$ cat config.mk
export PLATFORM = sky130hd
export DESIGN_NAME = vcr_regs
export DESIGN_NICKNAME = d
export VERILOG_FILES = /design/src/vcr_pkg.sv /design/src/vcr_load_if.sv /design/src/vcr_regs.sv /design/src/vcr_table_loader.sv
export SDC_FILE = /design/constraint.sdc
export NUM_CORES = 1
export LEC_CHECK = 0
export BUFFER_PORTS_ARGS = -buffer_cell sky130_fd_sc_hd__buf_2
export CORE_MARGIN = 4
export CORE_UTILIZATION = 28
export DETAILED_ROUTE_END_ITERATION = 6
export HOLD_SLACK_MARGIN = 0.12
export SLEW_MARGIN = 20
export SYNTH_ARGS = -nofsm -noshare
export SYNTH_HDL_FRONTEND = slang
export SYNTH_SLANG_ARGS = --single-unit
$ cat constraint.sdc
create_clock -name sys_clk -period 1.4 [get_ports sys_clk]
set_input_delay 0.21 -clock sys_clk [delete_from_list [all_inputs] [get_ports sys_clk]]
set_output_delay 0.21 -clock sys_clk [all_outputs]
set_load 0.02 [all_outputs]
$ cat src/vcr_pkg.sv
// constants, field layouts and types of the channel-zero resource registers
// assumes a 32-bit avalon-mm slave with byte addresses, one clock domain
//
// How it works
// - capability arbitration field reads 19h, read-only
// - time-based round robin never selectable here
// - capability bit 14 always reads zero
// - capability bit 15 always reads zero
// - time slot field 7Fh, eeprom load replaces
// - table offset field reads 04h, sixteen-byte units
// - writable class map, one bit per class
// - load bit triggers table load, reads zero
// - select keeps 000b or 011b, else default
// - channel identifier reads 000b, read-only
// - channel enable bit 31, resets to one
// - pending set on table write, load clears
// - negotiation pending mirrors negotiation in progress
package vcr_pkg;

  // ==========================================================
  // bus geometry and register offsets
  localparam int          ADDR_W   = 12;       // byte address width
  localparam int          DATA_W   = 32;       // data word width
  localparam logic [11:0] OFS_CAP  = 12'h150;  // resource capability
  localparam logic [11:0] OFS_CTL  = 12'h154;  // resource control
  localparam logic [11:0] OFS_STS  = 12'h158;  // resource status

  // ==========================================================
  // field positions
  localparam int BIT_LOAD   = 16;  // table load trigger
  localparam int BIT_SEL_LO = 17;  // arbitration select low bit
  localparam int BIT_ENABLE = 31;  // channel enable
  localparam int BIT_PEND   = 16;  // table pending in status
  localparam int BIT_NEG    = 17;  // negotiation pending in status

  // ==========================================================
  // fixed and reset values
  localparam logic [7:0] CAP_ARB_VAL = 8'h19;  // rr, wrr128, twrr128
  localparam logic [6:0] SLOTS_RST   = 7'h7F;  // time slots minus one
  localparam logic [7:0] TBL_OFS_VAL = 8'h04;  // table offset
  localparam logic [7:0] TC_MAP_RST  = 8'hFF;  // all classes mapped
  localparam logic [2:0] SEL_DEFAULT = 3'h0;   // default scheme
  localparam logic [2:0] SEL_WRR     = 3'h3;   // weighted rr 128 phase
  localparam logic [2:0] CHAN_ID_VAL = 3'h0;   // channel identifier
  localparam logic       ENABLE_RST  = 1'b1;   // channel on at reset

  // ==========================================================
  // table load sequencing
  localparam int         LOAD_CYCLES = 128;      // one entry per cycle
  localparam int         LOAD_CNT_W  = 8;        // counter width
  localparam logic [7:0] LOAD_LAST   = 8'h7F;    // LOAD_CYCLES - 1

  // register selected by an address
  typedef enum logic [1:0] {
    VCR_REG_NONE,
    VCR_REG_CAP,
    VCR_REG_CTL,
    VCR_REG_STS
  } vcr_reg_e;

  // loader states
  typedef enum logic {
    VCR_LD_IDLE,
    VCR_LD_RUN
  } vcr_ld_state_e;

endpackage

$ cat src/vcr_load_if.sv
// handshake between the register bank and the table loader
// assumes both ends run on the same clock
`timescale 1ns/1ps
`default_nettype none
interface vcr_load_if;
  logic load_req;  // one-cycle request to apply the table
  logic busy;      // loader is walking the table
  logic done;      // one-cycle pulse, table applied

  // ==========================================================
  // register bank side
  modport ctrl (output load_req, input busy, input done);
  // loader side
  modport loader (input load_req, output busy, output done);
endinterface
`default_nettype wire

$ cat src/vcr_regs.sv
// channel-zero resource capability, control and status registers
// assumes an avalon-mm master on sys_clk and same-clock event inputs
`timescale 1ns/1ps
`default_nettype none
module vcr_regs (
  input  wire logic                        sys_clk,
  input  wire logic                        arst_n,
  input  wire logic [vcr_pkg::ADDR_W-1:0]  avs_address,
  input  wire logic                        avs_read,
  input  wire logic                        avs_write,
  input  wire logic [3:0]                  avs_byteenable,
  input  wire logic [vcr_pkg::DATA_W-1:0]  avs_writedata,
  output var  logic [vcr_pkg::DATA_W-1:0]  avs_readdata,
  output var  logic                        avs_waitrequest,
  input  wire logic                        arb_table_write,
  input  wire logic                        negotiating,
  input  wire logic                        eeprom_load_valid,
  input  wire logic [6:0]                  eeprom_time_slots,
  output var  logic [7:0]                  class_to_channel_map,
  output var  logic [2:0]                  arb_select,
  output var  logic                        channel_zero_enable,
  output var  logic                        table_load_start,
  output var  logic                        table_loading
);
  import vcr_pkg::*;

  // ==========================================================
  // decode helpers

  // map a byte address onto a register; misaligned is unmapped
  function automatic vcr_reg_e reg_decode(
    input logic [ADDR_W-1:0] a
  );
    vcr_reg_e r;
    r = VCR_REG_NONE;
    case (a)
      OFS_CAP: r = VCR_REG_CAP;
      OFS_CTL: r = VCR_REG_CTL;
      OFS_STS: r = VCR_REG_STS;
      default: r = VCR_REG_NONE;
    endcase
    return r;
  endfunction

  // fold unsupported select codes onto the default scheme;
  // time-based wrr belongs to the other channel only
  function automatic logic [2:0] sel_fold(input logic [2:0] v);
    logic [2:0] s;
    s = SEL_DEFAULT;
    if (v == SEL_WRR) begin
      s = SEL_WRR;
    end
    return s;
  endfunction

  // ==========================================================
  // storage

  logic        ack_q;      // second cycle of an access
  logic [31:0] rdata_q;    // captured read word
  logic [31:0] rdata_d;    // read word being assembled
  logic [7:0]  tc_map_q;   // class to channel map
  logic [2:0]  sel_q;      // folded arbitration select
  logic        enable_q;   // channel enable
  logic [6:0]  slots_q;    // time slot count minus one
  logic        pend_q;     // table written, not yet applied
  logic        neg_q;      // negotiation in progress
  logic        load_q;     // one-cycle load request
  vcr_reg_e    reg_sel;    // register under access
  logic        req;        // read or write asserted
  logic        wr_fire;    // write takes effect this edge
  logic        wr_ctl;     // write to control takes effect

  vcr_load_if  ld();       // link to the table loader

  // ==========================================================
  // bus handshake

  assign reg_sel = reg_decode(avs_address);
  assign req     = avs_read || avs_write;

  // every access stalls exactly one cycle so read data can come
  // from a flop; costs bus rate, buys a clean timing path
  assign avs_waitrequest = req && !ack_q;
  assign wr_fire         = avs_write && ack_q;
  assign wr_ctl          = wr_fire && (reg_sel == VCR_REG_CTL);

  // ack toggles high for the completing cycle only
  always_ff @(posedge sys_clk or negedge arst_n) begin
    if (!arst_n) begin
      ack_q <= 1'b0;
    end else begin
      ack_q <= req && !ack_q;
    end
  end

  // ==========================================================
  // read word assembly; reserved fields are constant zero
  always_comb begin
    rdata_d = '0;
    case (reg_sel)
      VCR_REG_CAP: begin
        rdata_d = {TBL_OFS_VAL,
                   1'b0,
                   slots_q,
                   1'b0,
                   1'b0,
                   6'h00,
                   CAP_ARB_VAL};
      end
      VCR_REG_CTL: begin
        rdata_d = {enable_q,
                   4'h0,
                   CHAN_ID_VAL,
                   4'h0,
                   sel_q,
                   1'b0,
                   8'h00,
                   tc_map_q};
      end
      VCR_REG_STS: begin
        rdata_d = {14'h0000,
                   neg_q,
                   pend_q,
                   16'h0000};
      end
      default: rdata_d = '0;      // unmapped reads as zero
    endcase
  end

  // capture on the stall cycle; holds through the answer
  always_ff @(posedge sys_clk or negedge arst_n) begin
    if (!arst_n) begin
      rdata_q <= '0;
    end else if (avs_read && !ack_q) begin
      rdata_q <= rdata_d;
    end
  end

  assign avs_readdata = rdata_q;

  // ==========================================================
  // control register fields, per byte lane

  // class map lives in lane 0
  always_ff @(posedge sys_clk or negedge arst_n) begin
    if (!arst_n) begin
      tc_map_q <= TC_MAP_RST;
    end else if (wr_ctl && avs_byteenable[0]) begin
      tc_map_q <= avs_writedata[7:0];
    end
  end

  // select lives in lane 2, folded at write time
  always_ff @(posedge sys_clk or negedge arst_n) begin
    if (!arst_n) begin
      sel_q <= SEL_DEFAULT;
    end else if (wr_ctl && avs_byteenable[2]) begin
      sel_q <= sel_fold(avs_writedata[BIT_SEL_LO+:3]);
    end
  end

  // enable in lane 3; drives channel_zero_enable, so writing zero shuts the channel
  always_ff @(posedge sys_clk or negedge arst_n) begin
    if (!arst_n) begin
      enable_q <= ENABLE_RST;
    end else if (wr_ctl && avs_byteenable[3]) begin
      enable_q <= avs_writedata[BIT_ENABLE];
    end
  end

  // load trigger is a pulse, never stored as readable state
  always_ff @(posedge sys_clk or negedge arst_n) begin
    if (!arst_n) begin
      load_q <= 1'b0;
    end else begin
      load_q <= wr_ctl && avs_byteenable[2]
                && avs_writedata[BIT_LOAD];
    end
  end

  assign ld.load_req = load_q;

  // ==========================================================
  // capability time slots, replaced by eeprom auto-load
  always_ff @(posedge sys_clk or negedge arst_n) begin
    if (!arst_n) begin
      slots_q <= SLOTS_RST;
    end else if (eeprom_load_valid) begin
      slots_q <= eeprom_time_slots;
    end
  end

  // ==========================================================
  // status flags

  // a table write in the cycle the load ends keeps pending set
  always_ff @(posedge sys_clk or negedge arst_n) begin
    if (!arst_n) begin
      pend_q <= 1'b0;
    end else if (arb_table_write) begin
      pend_q <= 1'b1;
    end else if (ld.done) begin
      pend_q <= 1'b0;
    end
  end

  // one flop of registering keeps the read path short
  always_ff @(posedge sys_clk or negedge arst_n) begin
    if (!arst_n) begin
      neg_q <= 1'b0;
    end else begin
      neg_q <= negotiating;
    end
  end

  // ==========================================================
  // table loader

  vcr_table_loader i_vcr_table_loader (
    .sys_clk (sys_clk),
    .arst_n  (arst_n),
    .ld      (ld)
  );

  // ==========================================================
  // outputs toward the switch core
  assign class_to_channel_map = tc_map_q;
  assign arb_select           = sel_q;
  assign channel_zero_enable  = enable_q;
  assign table_load_start     = load_q;
  assign table_loading        = ld.busy;

  // ==========================================================
  // checks

  property p_cap_arb;
    @(posedge sys_clk) disable iff (!arst_n)
      (avs_read && !avs_waitrequest && reg_sel == VCR_REG_CAP)
      |-> avs_readdata[7:0] == 8'h19;
  endproperty
  a_cap_arb: assert property (p_cap_arb)
    else $error("capability arbitration field wrong");

  property p_no_timed;
    @(posedge sys_clk) disable iff (!arst_n)
      arb_select == 3'h0 || arb_select == 3'h3;
  endproperty
  a_no_timed: assert property (p_no_timed)
    else $error("unsupported arbitration scheme selected");

  property p_cap_hi_zero;
    @(posedge sys_clk) disable iff (!arst_n)
      (avs_read && !avs_waitrequest && reg_sel == VCR_REG_CAP)
      |-> avs_readdata[15:14] == 2'b00 && avs_readdata[31:24] == 8'h04;
  endproperty
  a_cap_hi_zero: assert property (p_cap_hi_zero)
    else $error("capability flags or table offset wrong");

  property p_slots_load;
    @(posedge sys_clk) disable iff (!arst_n)
      eeprom_load_valid |=> slots_q == $past(eeprom_time_slots);
  endproperty
  a_slots_load: assert property (p_slots_load)
    else $error("time slot field missed eeprom load");

  property p_map_write;
    @(posedge sys_clk) disable iff (!arst_n)
      (wr_ctl && avs_byteenable[0])
      |=> class_to_channel_map == $past(avs_writedata[7:0]);
  endproperty
  a_map_write: assert property (p_map_write)
    else $error("class map did not take write");

  property p_load_pulse;
    @(posedge sys_clk) disable iff (!arst_n)
      (wr_ctl && avs_byteenable[2] && avs_writedata[16])
      |=> table_load_start ##1 (!table_load_start && table_loading);
  endproperty
  a_load_pulse: assert property (p_load_pulse)
    else $error("load trigger did not start the loader");

  property p_ctl_read;
    @(posedge sys_clk) disable iff (!arst_n)
      (avs_read && !avs_waitrequest && reg_sel == VCR_REG_CTL)
      |-> !avs_readdata[16] && avs_readdata[26:24] == 3'h0
          && avs_readdata[15:8] == 8'h00;
  endproperty
  a_ctl_read: assert property (p_ctl_read)
    else $error("control read shows trigger, id or reserved bits");

  property p_sel_write;
    @(posedge sys_clk) disable iff (!arst_n)
      (wr_ctl && avs_byteenable[2])
      |=> arb_select == (($past(avs_writedata[19:17]) == 3'h3)
                         ? 3'h3 : 3'h0);
  endproperty
  a_sel_write: assert property (p_sel_write)
    else $error("select write not folded correctly");

  property p_enable_write;
    @(posedge sys_clk) disable iff (!arst_n)
      (wr_ctl && avs_byteenable[3])
      |=> channel_zero_enable == $past(avs_writedata[31]);
  endproperty
  a_enable_write: assert property (p_enable_write)
    else $error("enable did not take write");

  property p_pend_set;
    @(posedge sys_clk) disable iff (!arst_n)
      arb_table_write |=> pend_q;
  endproperty
  a_pend_set: assert property (p_pend_set)
    else $error("table write did not set pending");

  property p_pend_clear;
    @(posedge sys_clk) disable iff (!arst_n)
      (ld.done && !arb_table_write) |=> !pend_q;
  endproperty
  a_pend_clear: assert property (p_pend_clear)
    else $error("pending not cleared by finished load");

  property p_neg_read;
    @(posedge sys_clk) disable iff (!arst_n)
      (avs_read && !avs_waitrequest && reg_sel == VCR_REG_STS)
      |-> avs_readdata[17] == $past(neg_q)
          && avs_readdata[15:0] == 16'h0000;
  endproperty
  a_neg_read: assert property (p_neg_read)
    else $error("status read wrong");

  property p_one_stall;
    @(posedge sys_clk) disable iff (!arst_n)
      (req && !ack_q) |=> (req |-> !avs_waitrequest);
  endproperty
  a_one_stall: assert property (p_one_stall)
    else $error("access not answered after one stall");

endmodule
`default_nettype wire

$ cat src/vcr_table_loader.sv
// sequencer that applies the programmed port arbitration table
// assumes table storage is read one entry per clock while busy
`timescale 1ns/1ps
`default_nettype none
module vcr_table_loader (
  input  wire logic   sys_clk,
  input  wire logic   arst_n,
  vcr_load_if.loader  ld
);
  import vcr_pkg::*;

  vcr_ld_state_e         state_q;  // loader state
  logic [LOAD_CNT_W-1:0] cnt_q;    // entry index
  logic                  done_q;   // completion pulse

  // ==========================================================
  // walk the table; a new request restarts so late entries count
  always_ff @(posedge sys_clk or negedge arst_n) begin
    if (!arst_n) begin
      state_q <= VCR_LD_IDLE;
      cnt_q   <= '0;
    end else if (ld.load_req) begin
      state_q <= VCR_LD_RUN;
      cnt_q   <= '0;
    end else begin
      case (state_q)
        VCR_LD_IDLE: cnt_q <= '0;
        VCR_LD_RUN: begin
          if (cnt_q == LOAD_LAST) begin
            state_q <= VCR_LD_IDLE;
          end else begin
            cnt_q <= cnt_q + 8'h01;
          end
        end
        default: state_q <= VCR_LD_IDLE;
      endcase
    end
  end

  // ==========================================================
  // done pulses once, in the cycle busy falls
  always_ff @(posedge sys_clk or negedge arst_n) begin
    if (!arst_n) begin
      done_q <= 1'b0;
    end else begin
      done_q <= (state_q == VCR_LD_RUN) && (cnt_q == LOAD_LAST)
                && !ld.load_req;
    end
  end

  assign ld.busy = (state_q == VCR_LD_RUN);
  assign ld.done = done_q;

  // a load always finishes in bounded time
  property p_load_ends;
    @(posedge sys_clk) disable iff (!arst_n)
      ld.load_req |-> ##[1:130] (ld.done || ld.load_req);
  endproperty
  a_load_ends: assert property (p_load_ends)
    else $error("table load did not complete");

endmodule
`default_nettype wire
* Word-level counts from Yosys, hierarchy flattened
Index checks and enable logic that the tools add are counted.
** Cells by class
- $add $sub $neg :: 1
- $mul :: 0
- Divide/modulo/power cells :: 0
- Order comparisons :: 0
- Equality and inequality tests :: 9
- Shifts and indexed selects :: 0
- Mux-type cells :: 11
- Bitwise gates (word level) :: 1
- Reductions and logical operators :: 14
** Operators by type and width (number)
- case mux 32 bit (3 select lines) :: 1
- == test 12 x 9 -> 1 bit, second input constant :: 3
- 2-to-1 mux 8 bit :: 2
- case mux 8 bit (2 select lines) :: 1
- logical AND 1 bit :: 10
- adder 8 x 1 -> 8 bit, second input constant :: 1
- == test 8 x 7 -> 1 bit, second input constant :: 1
- case mux 2 bit (3 select lines) :: 1
- 2-to-1 mux 1 bit :: 5
- == test 2 bit, second input constant :: 2
- == test 3 x 2 -> 1 bit, second input constant :: 1
- inequality test 3 bit, second input constant :: 1
- == test 2 x 1 -> 1 bit, second input constant :: 1
- logical NOT 1 bit :: 2
- 2-to-1 mux 2 bit :: 1
- nonzero test 2 bit :: 1
- logical OR 1 bit :: 1
- inverter 1 bit :: 1
** Storage, ports and cells
- Bits in registers :: 65
- Latch bits :: 0
- RAM bits :: 0
- Memory bits (read-only) :: 0
- Input port bits :: 62
- Output and inout bits :: 47
- Logic and storage cells :: 48
- Memories kept :: 0

* Longest topological paths before layout
- Depth after elaboration :: 6
- Mapped depth :: 6

* Modules after synthesis
A second synthesis with hierarchy kept.
** Second synthesis, totals
- Cell total of the unflattened synthesis :: 187
- Area total of the unflattened synthesis :: 2263.4 sq um
** Modules (own cells, without submodules)
- vcr_regs :: instances 1, cells an instance 140, area an instance 1774.2 sq um, sequential area each 970.9 sq um
- vcr_table_loader :: instances 1, cells an instance 47, area an instance 489.2 sq um, sequential area each 250.2 sq um

* Worst setup path after synthesis
Ideal clock, no wire load.
- Kind :: input-to-reg
- From :: in avs_address[9] in the netlist's numbering
- To :: reg tc_map_q[0], in the netlist class_to_channel_map[0]
- Arrival time :: 1.631 ns
- Setup slack :: -0.313 ns
- Stages :: 5
- Cells stage by stage :: nor4b_2 > nand3_2 > or4_4 > buf_6 > mux2_4
** On the way
- Cells in the longest elaborated chain, start to end :: 5
- Elaborated cells on any way between the ends :: 7
- Classes of those cells :: 4 x eq/ne; 1 x mux; 2 x reduce/logical
** RTL lines
- start: declaration :: line vcr_regs.sv:8 : input wire logic [vcr_pkg::ADDR_W-1:0] avs_address,
- == test 12 x 9 -> 1 bit :: line vcr_regs.sv:36 : case (a)
- case mux 2 bit (3 select lines) * :: line vcr_regs.sv:36
- == test 2 bit * :: line vcr_regs.sv:86 : assign wr_ctl = wr_fire && (reg_sel == VCR_REG_CTL);
- logical AND 1 bit * :: line vcr_regs.sv:86
- logical AND 1 bit * :: line vcr_regs.sv:149 : end else if (wr_ctl && avs_byteenable[0]) begin
- end signal: assignment :: line vcr_regs.sv:150 : tc_map_q <= avs_writedata[7:0];
- end: declaration :: line vcr_regs.sv:62 : logic [7:0] tc_map_q;
Mark *: on every way between the ends. The rest lies on a longest branch, timed or not.
A chain may end at the register's enable or synchronous reset.

* Worst setup path in the final report
- From :: in avs_address[9] in the netlist's numbering
- To :: reg tc_map_q[2], in the netlist class_to_channel_map[2]
Same word-level chain as after synthesis.

==> summary.md <==
| Metric | Value |
|---|---|
| Gpl congestion | roughly 0.74 |
| Buffers on Ports | around 70 |
| Hold_ws | approximately 0.14 ns |
| Pre-CTS setup slack | -0.426 ns |
| Vias in the first global route | 1696 |
| Clock transition at path regs | about 0.090 ns |
| Gr ovfl total | 0 |
| Post-layout min period | about 1.5 ns |
| Reg-to-reg endpoint | class_to_channel_map[2]$_DFFE_PN1P_ |
| Leading area contributor after synthesis | dfrtp_1 |
| H-tree levels | 2 |
| First-pass GRT wire length | around 8000 um |
| RSZ-0062 raised after global routing | yes |
| Critical Path RT | ~1.6 ns |
| Max Root-Sink Buffers | 2 |
| Max-slew violation count | 0 |
| RR Startpoint | ack_q$_DFF_PN0_ |
| Leading post-synthesis cells by cell area | dfrtp_1 (37%), dfstp_2 (19%), buf_4 (5.9%) |
| Syn_area_per_cell | around 13 um^2 |
| DIE WIDTH | roughly 96 um |
| Primary FF master, synth | dfrtp_1 |
| CP Capture Type | flop |
| Crit path arrival time | ~1.7 ns |
| Worst vdd ir | 0.527 mV |
| Largest net degree at the start of global routing | 49 |
| Root Buffer | clkbuf_8 |
| Post-synthesis cell area | between 2000 and 2500 um^2 |
| Area of the core | roughly 7400 um^2 |
| Die Ht | 95.8 um |
| Worst-path fanout max | 8 |
| Fmax | about 0.67 GHz |
| Final layout net count | between 300 and 400 |
| Routed Antenna Nets | 0 |
| Worst R2R Path Depth | 3 |
| Clock Skew | between 0.009 and 0.01 ns |
| Final WS setup | -0.0820 ns |
| Fillers | ~750 |
| Share of the synthesized area in the top cell type | between 30% and 40% |
| Fraction of layout cells with a size suffix above 1 | a little under three fifths |
| Failing checks | setup timing |
| Most common cell after layout, fill and taps aside | buf_2 |
| Drt first pass iters | 4 |
| Area Overhead vs Synth | 39.5% |
| Final period util | 106% |
| Drt wl/cell | roughly 13 um |
| DR iter-0 viols | 39 |
| WS Path Type | in2reg |
| Post-synthesis sequential area ratio | between 50% and 60% |
| P_leak | 0.00158 uW |
| Num ports | roughly 110 |
| Final hold vios | 0 |
| Yosys warning count | 0 |
| PwrDens | around 900 nW/um^2 |
| Async set-reset flop share out of synthesis | 100% |
| Hpwl dp | between 3000 and 4000 um |
| Commonest non-fill, non-tap cells in the layout | buf_2 (70), dfrtp_1 (32), buf_4 (22) |
| Post-synthesis cell type count | 41 |
| Hold path endpoint | slots_q[4]$_DFFE_PN1P_ |
| TritonCTS clock tree | done |
| DIE AREA | around 9000 um^2 |
| Post-layout util | roughly 40% |
| Initial Util | between 20% and 30% |
| DR DRC count | 0 |
| Crit start category | input pin |
| FP Rows | 31 |
| Final Setup Violations | 8 |
| Vias per cell | 4.31 |
| Reg2reg setup slack | -0.07 ns |
| # Max-Cap Violations | 0 |
| Hold Crit Start | eeprom_time_slots[4] |
| Antenna diode count | 0 |
| Routed WL | about 5000 um |
| Cts bufs inserted | 5 |
| EDFF count, synth | 0 |
| Worst hold stages | 2 |
| Hold Crit Class | in2reg |
| Post-synthesis sequential element count | 48 |
| CTS Sinks | 48 |
| Initial antenna violation count | 0 |
| Mapped Cells | around 170 |
| GRT Util Overall | between 10% and 20% |
| Latest clock arrival within the worst-skew pair | about 0.30 ns |
| Status | finished with violations |
| Total number of vias | between 1.5k and 2k |
-- worst max-delay path, cell delays in order --
cell	delay, ns
buf_6	0.10
nor4b_4	0.28
nand3_2	0.14
or4_4	0.64
mux2_4	0.34
-- per-layer routing --
layer	share of wire (%)	GRT usage [%]	vias to the layer above
met1	41	13.1	782
met3	9.5	5.00	0
met4	0	2.13	0
li1	-	-	770
met5	0	0	-
met2	50	18.4	52
-- cells by family after synthesis --
group	Yosys count	synth area share [%]
AO/OA/AOI/OAI	28	9.84
adder cells (fa/ha/maj)	1	0.579
flip-flops	48	56.5
multiplexers	18	10.7
XOR/XNOR	5	2.03
other	1	0.174
buffers and inverters	27	7.99
AND/OR/NAND/NOR	43	12.2
-- per-stage QoR --
stage	power [uW]	cells	setup TNS, ns	area, um^2
floorplan	1600	186	-3.12	2240
global placement	1700	357	-5.24	2750
detailed placement	1710	357	-6.28	2750
CTS	2750	370	-0.645	2940
global route	2860	372	-1.06	3020
finish	2720	372	-0.625	3020
-- cells in the mapped netlist (4+ instances only) --
cell      number
clkbuf_1       4
a22o_1        11
nor2_1         9
dfstp_2       16
and2_0         4
mux2_2         9
a21oi_1        6
inv_1          4
dfrtp_1       32
buf_4         17
mux2_4         8
a21o_1         4
nand3_1        4
nand2_1        6
-- final cells by class --
type | instances | area (um^2) | share of cell area (%)
Sequential cell | 48 | 1220 | 40.5
Clock inverter | 3 | 46.3 | 1.54
Tap cell | 99 | 124 | 4.11
Timing Repair Buffer | 102 | 641 | 21.2
Multi-Input combinational cell | 111 | 900 | 29.8
Inverter | 4 | 15.0 | 0.498
Clock buffer | 5 | 68.8 | 2.28
-- worst max path at each step --
stage | startpoint | endpoint | slack [ns] | cells after the start
2_1_floorplan | avs_address[9] | class_to_channel_map[0]$_DFFE_PN1P_ | -0.30 | 5
3_3_place_gp | avs_address[9] | class_to_channel_map[1]$_DFFE_PN1P_ | -0.39 | 5
3_5_place_dp | avs_address[9] | class_to_channel_map[1]$_DFFE_PN1P_ | -0.43 | 5
4_1_cts | avs_address[9] | class_to_channel_map[1]$_DFFE_PN1P_ | -0.08 | 5
5_1_grt | ack_q$_DFF_PN0_ | class_to_channel_map[4]$_DFFE_PN1P_ | -0.13 | 3
6_report | avs_address[9] | class_to_channel_map[2]$_DFFE_PN1P_ | -0.08 | 5
-- state kept, by name, summed over array words and instances, names as in the netlist --
signal                      count
class_to_channel_map            8
pend_q                          1
ack_q                           1
i_vcr_table_loader.ld.done      1
avs_readdata                   17
neg_q                           1
slots_q                         7
table_load_start                1
i_vcr_table_loader.cnt_q        8
i_vcr_table_loader.ld.busy      1
channel_zero_enable             1
arb_select                      1
-- timing repair --
item | 4_1_cts | 5_1_grt
pin swaps | 0 | 1
gates resized for setup | 4 | 13
gates cloned | 0 | 0
endpoints found under the setup margin | 18 | 23
hold buffers | 4 | 0
buffers inserted | 1 | 2
endpoints found under the hold margin | 35 | 0
-- power by group --
| group | switching (uW) | internal [uW] |
|---|---|---|
| Combinational | 141 | 117 |
| Sequential | 13.6 | 1430 |
| Clock | 481 | 538 |
Note: power is estimated with default switching activity, not from simulation.
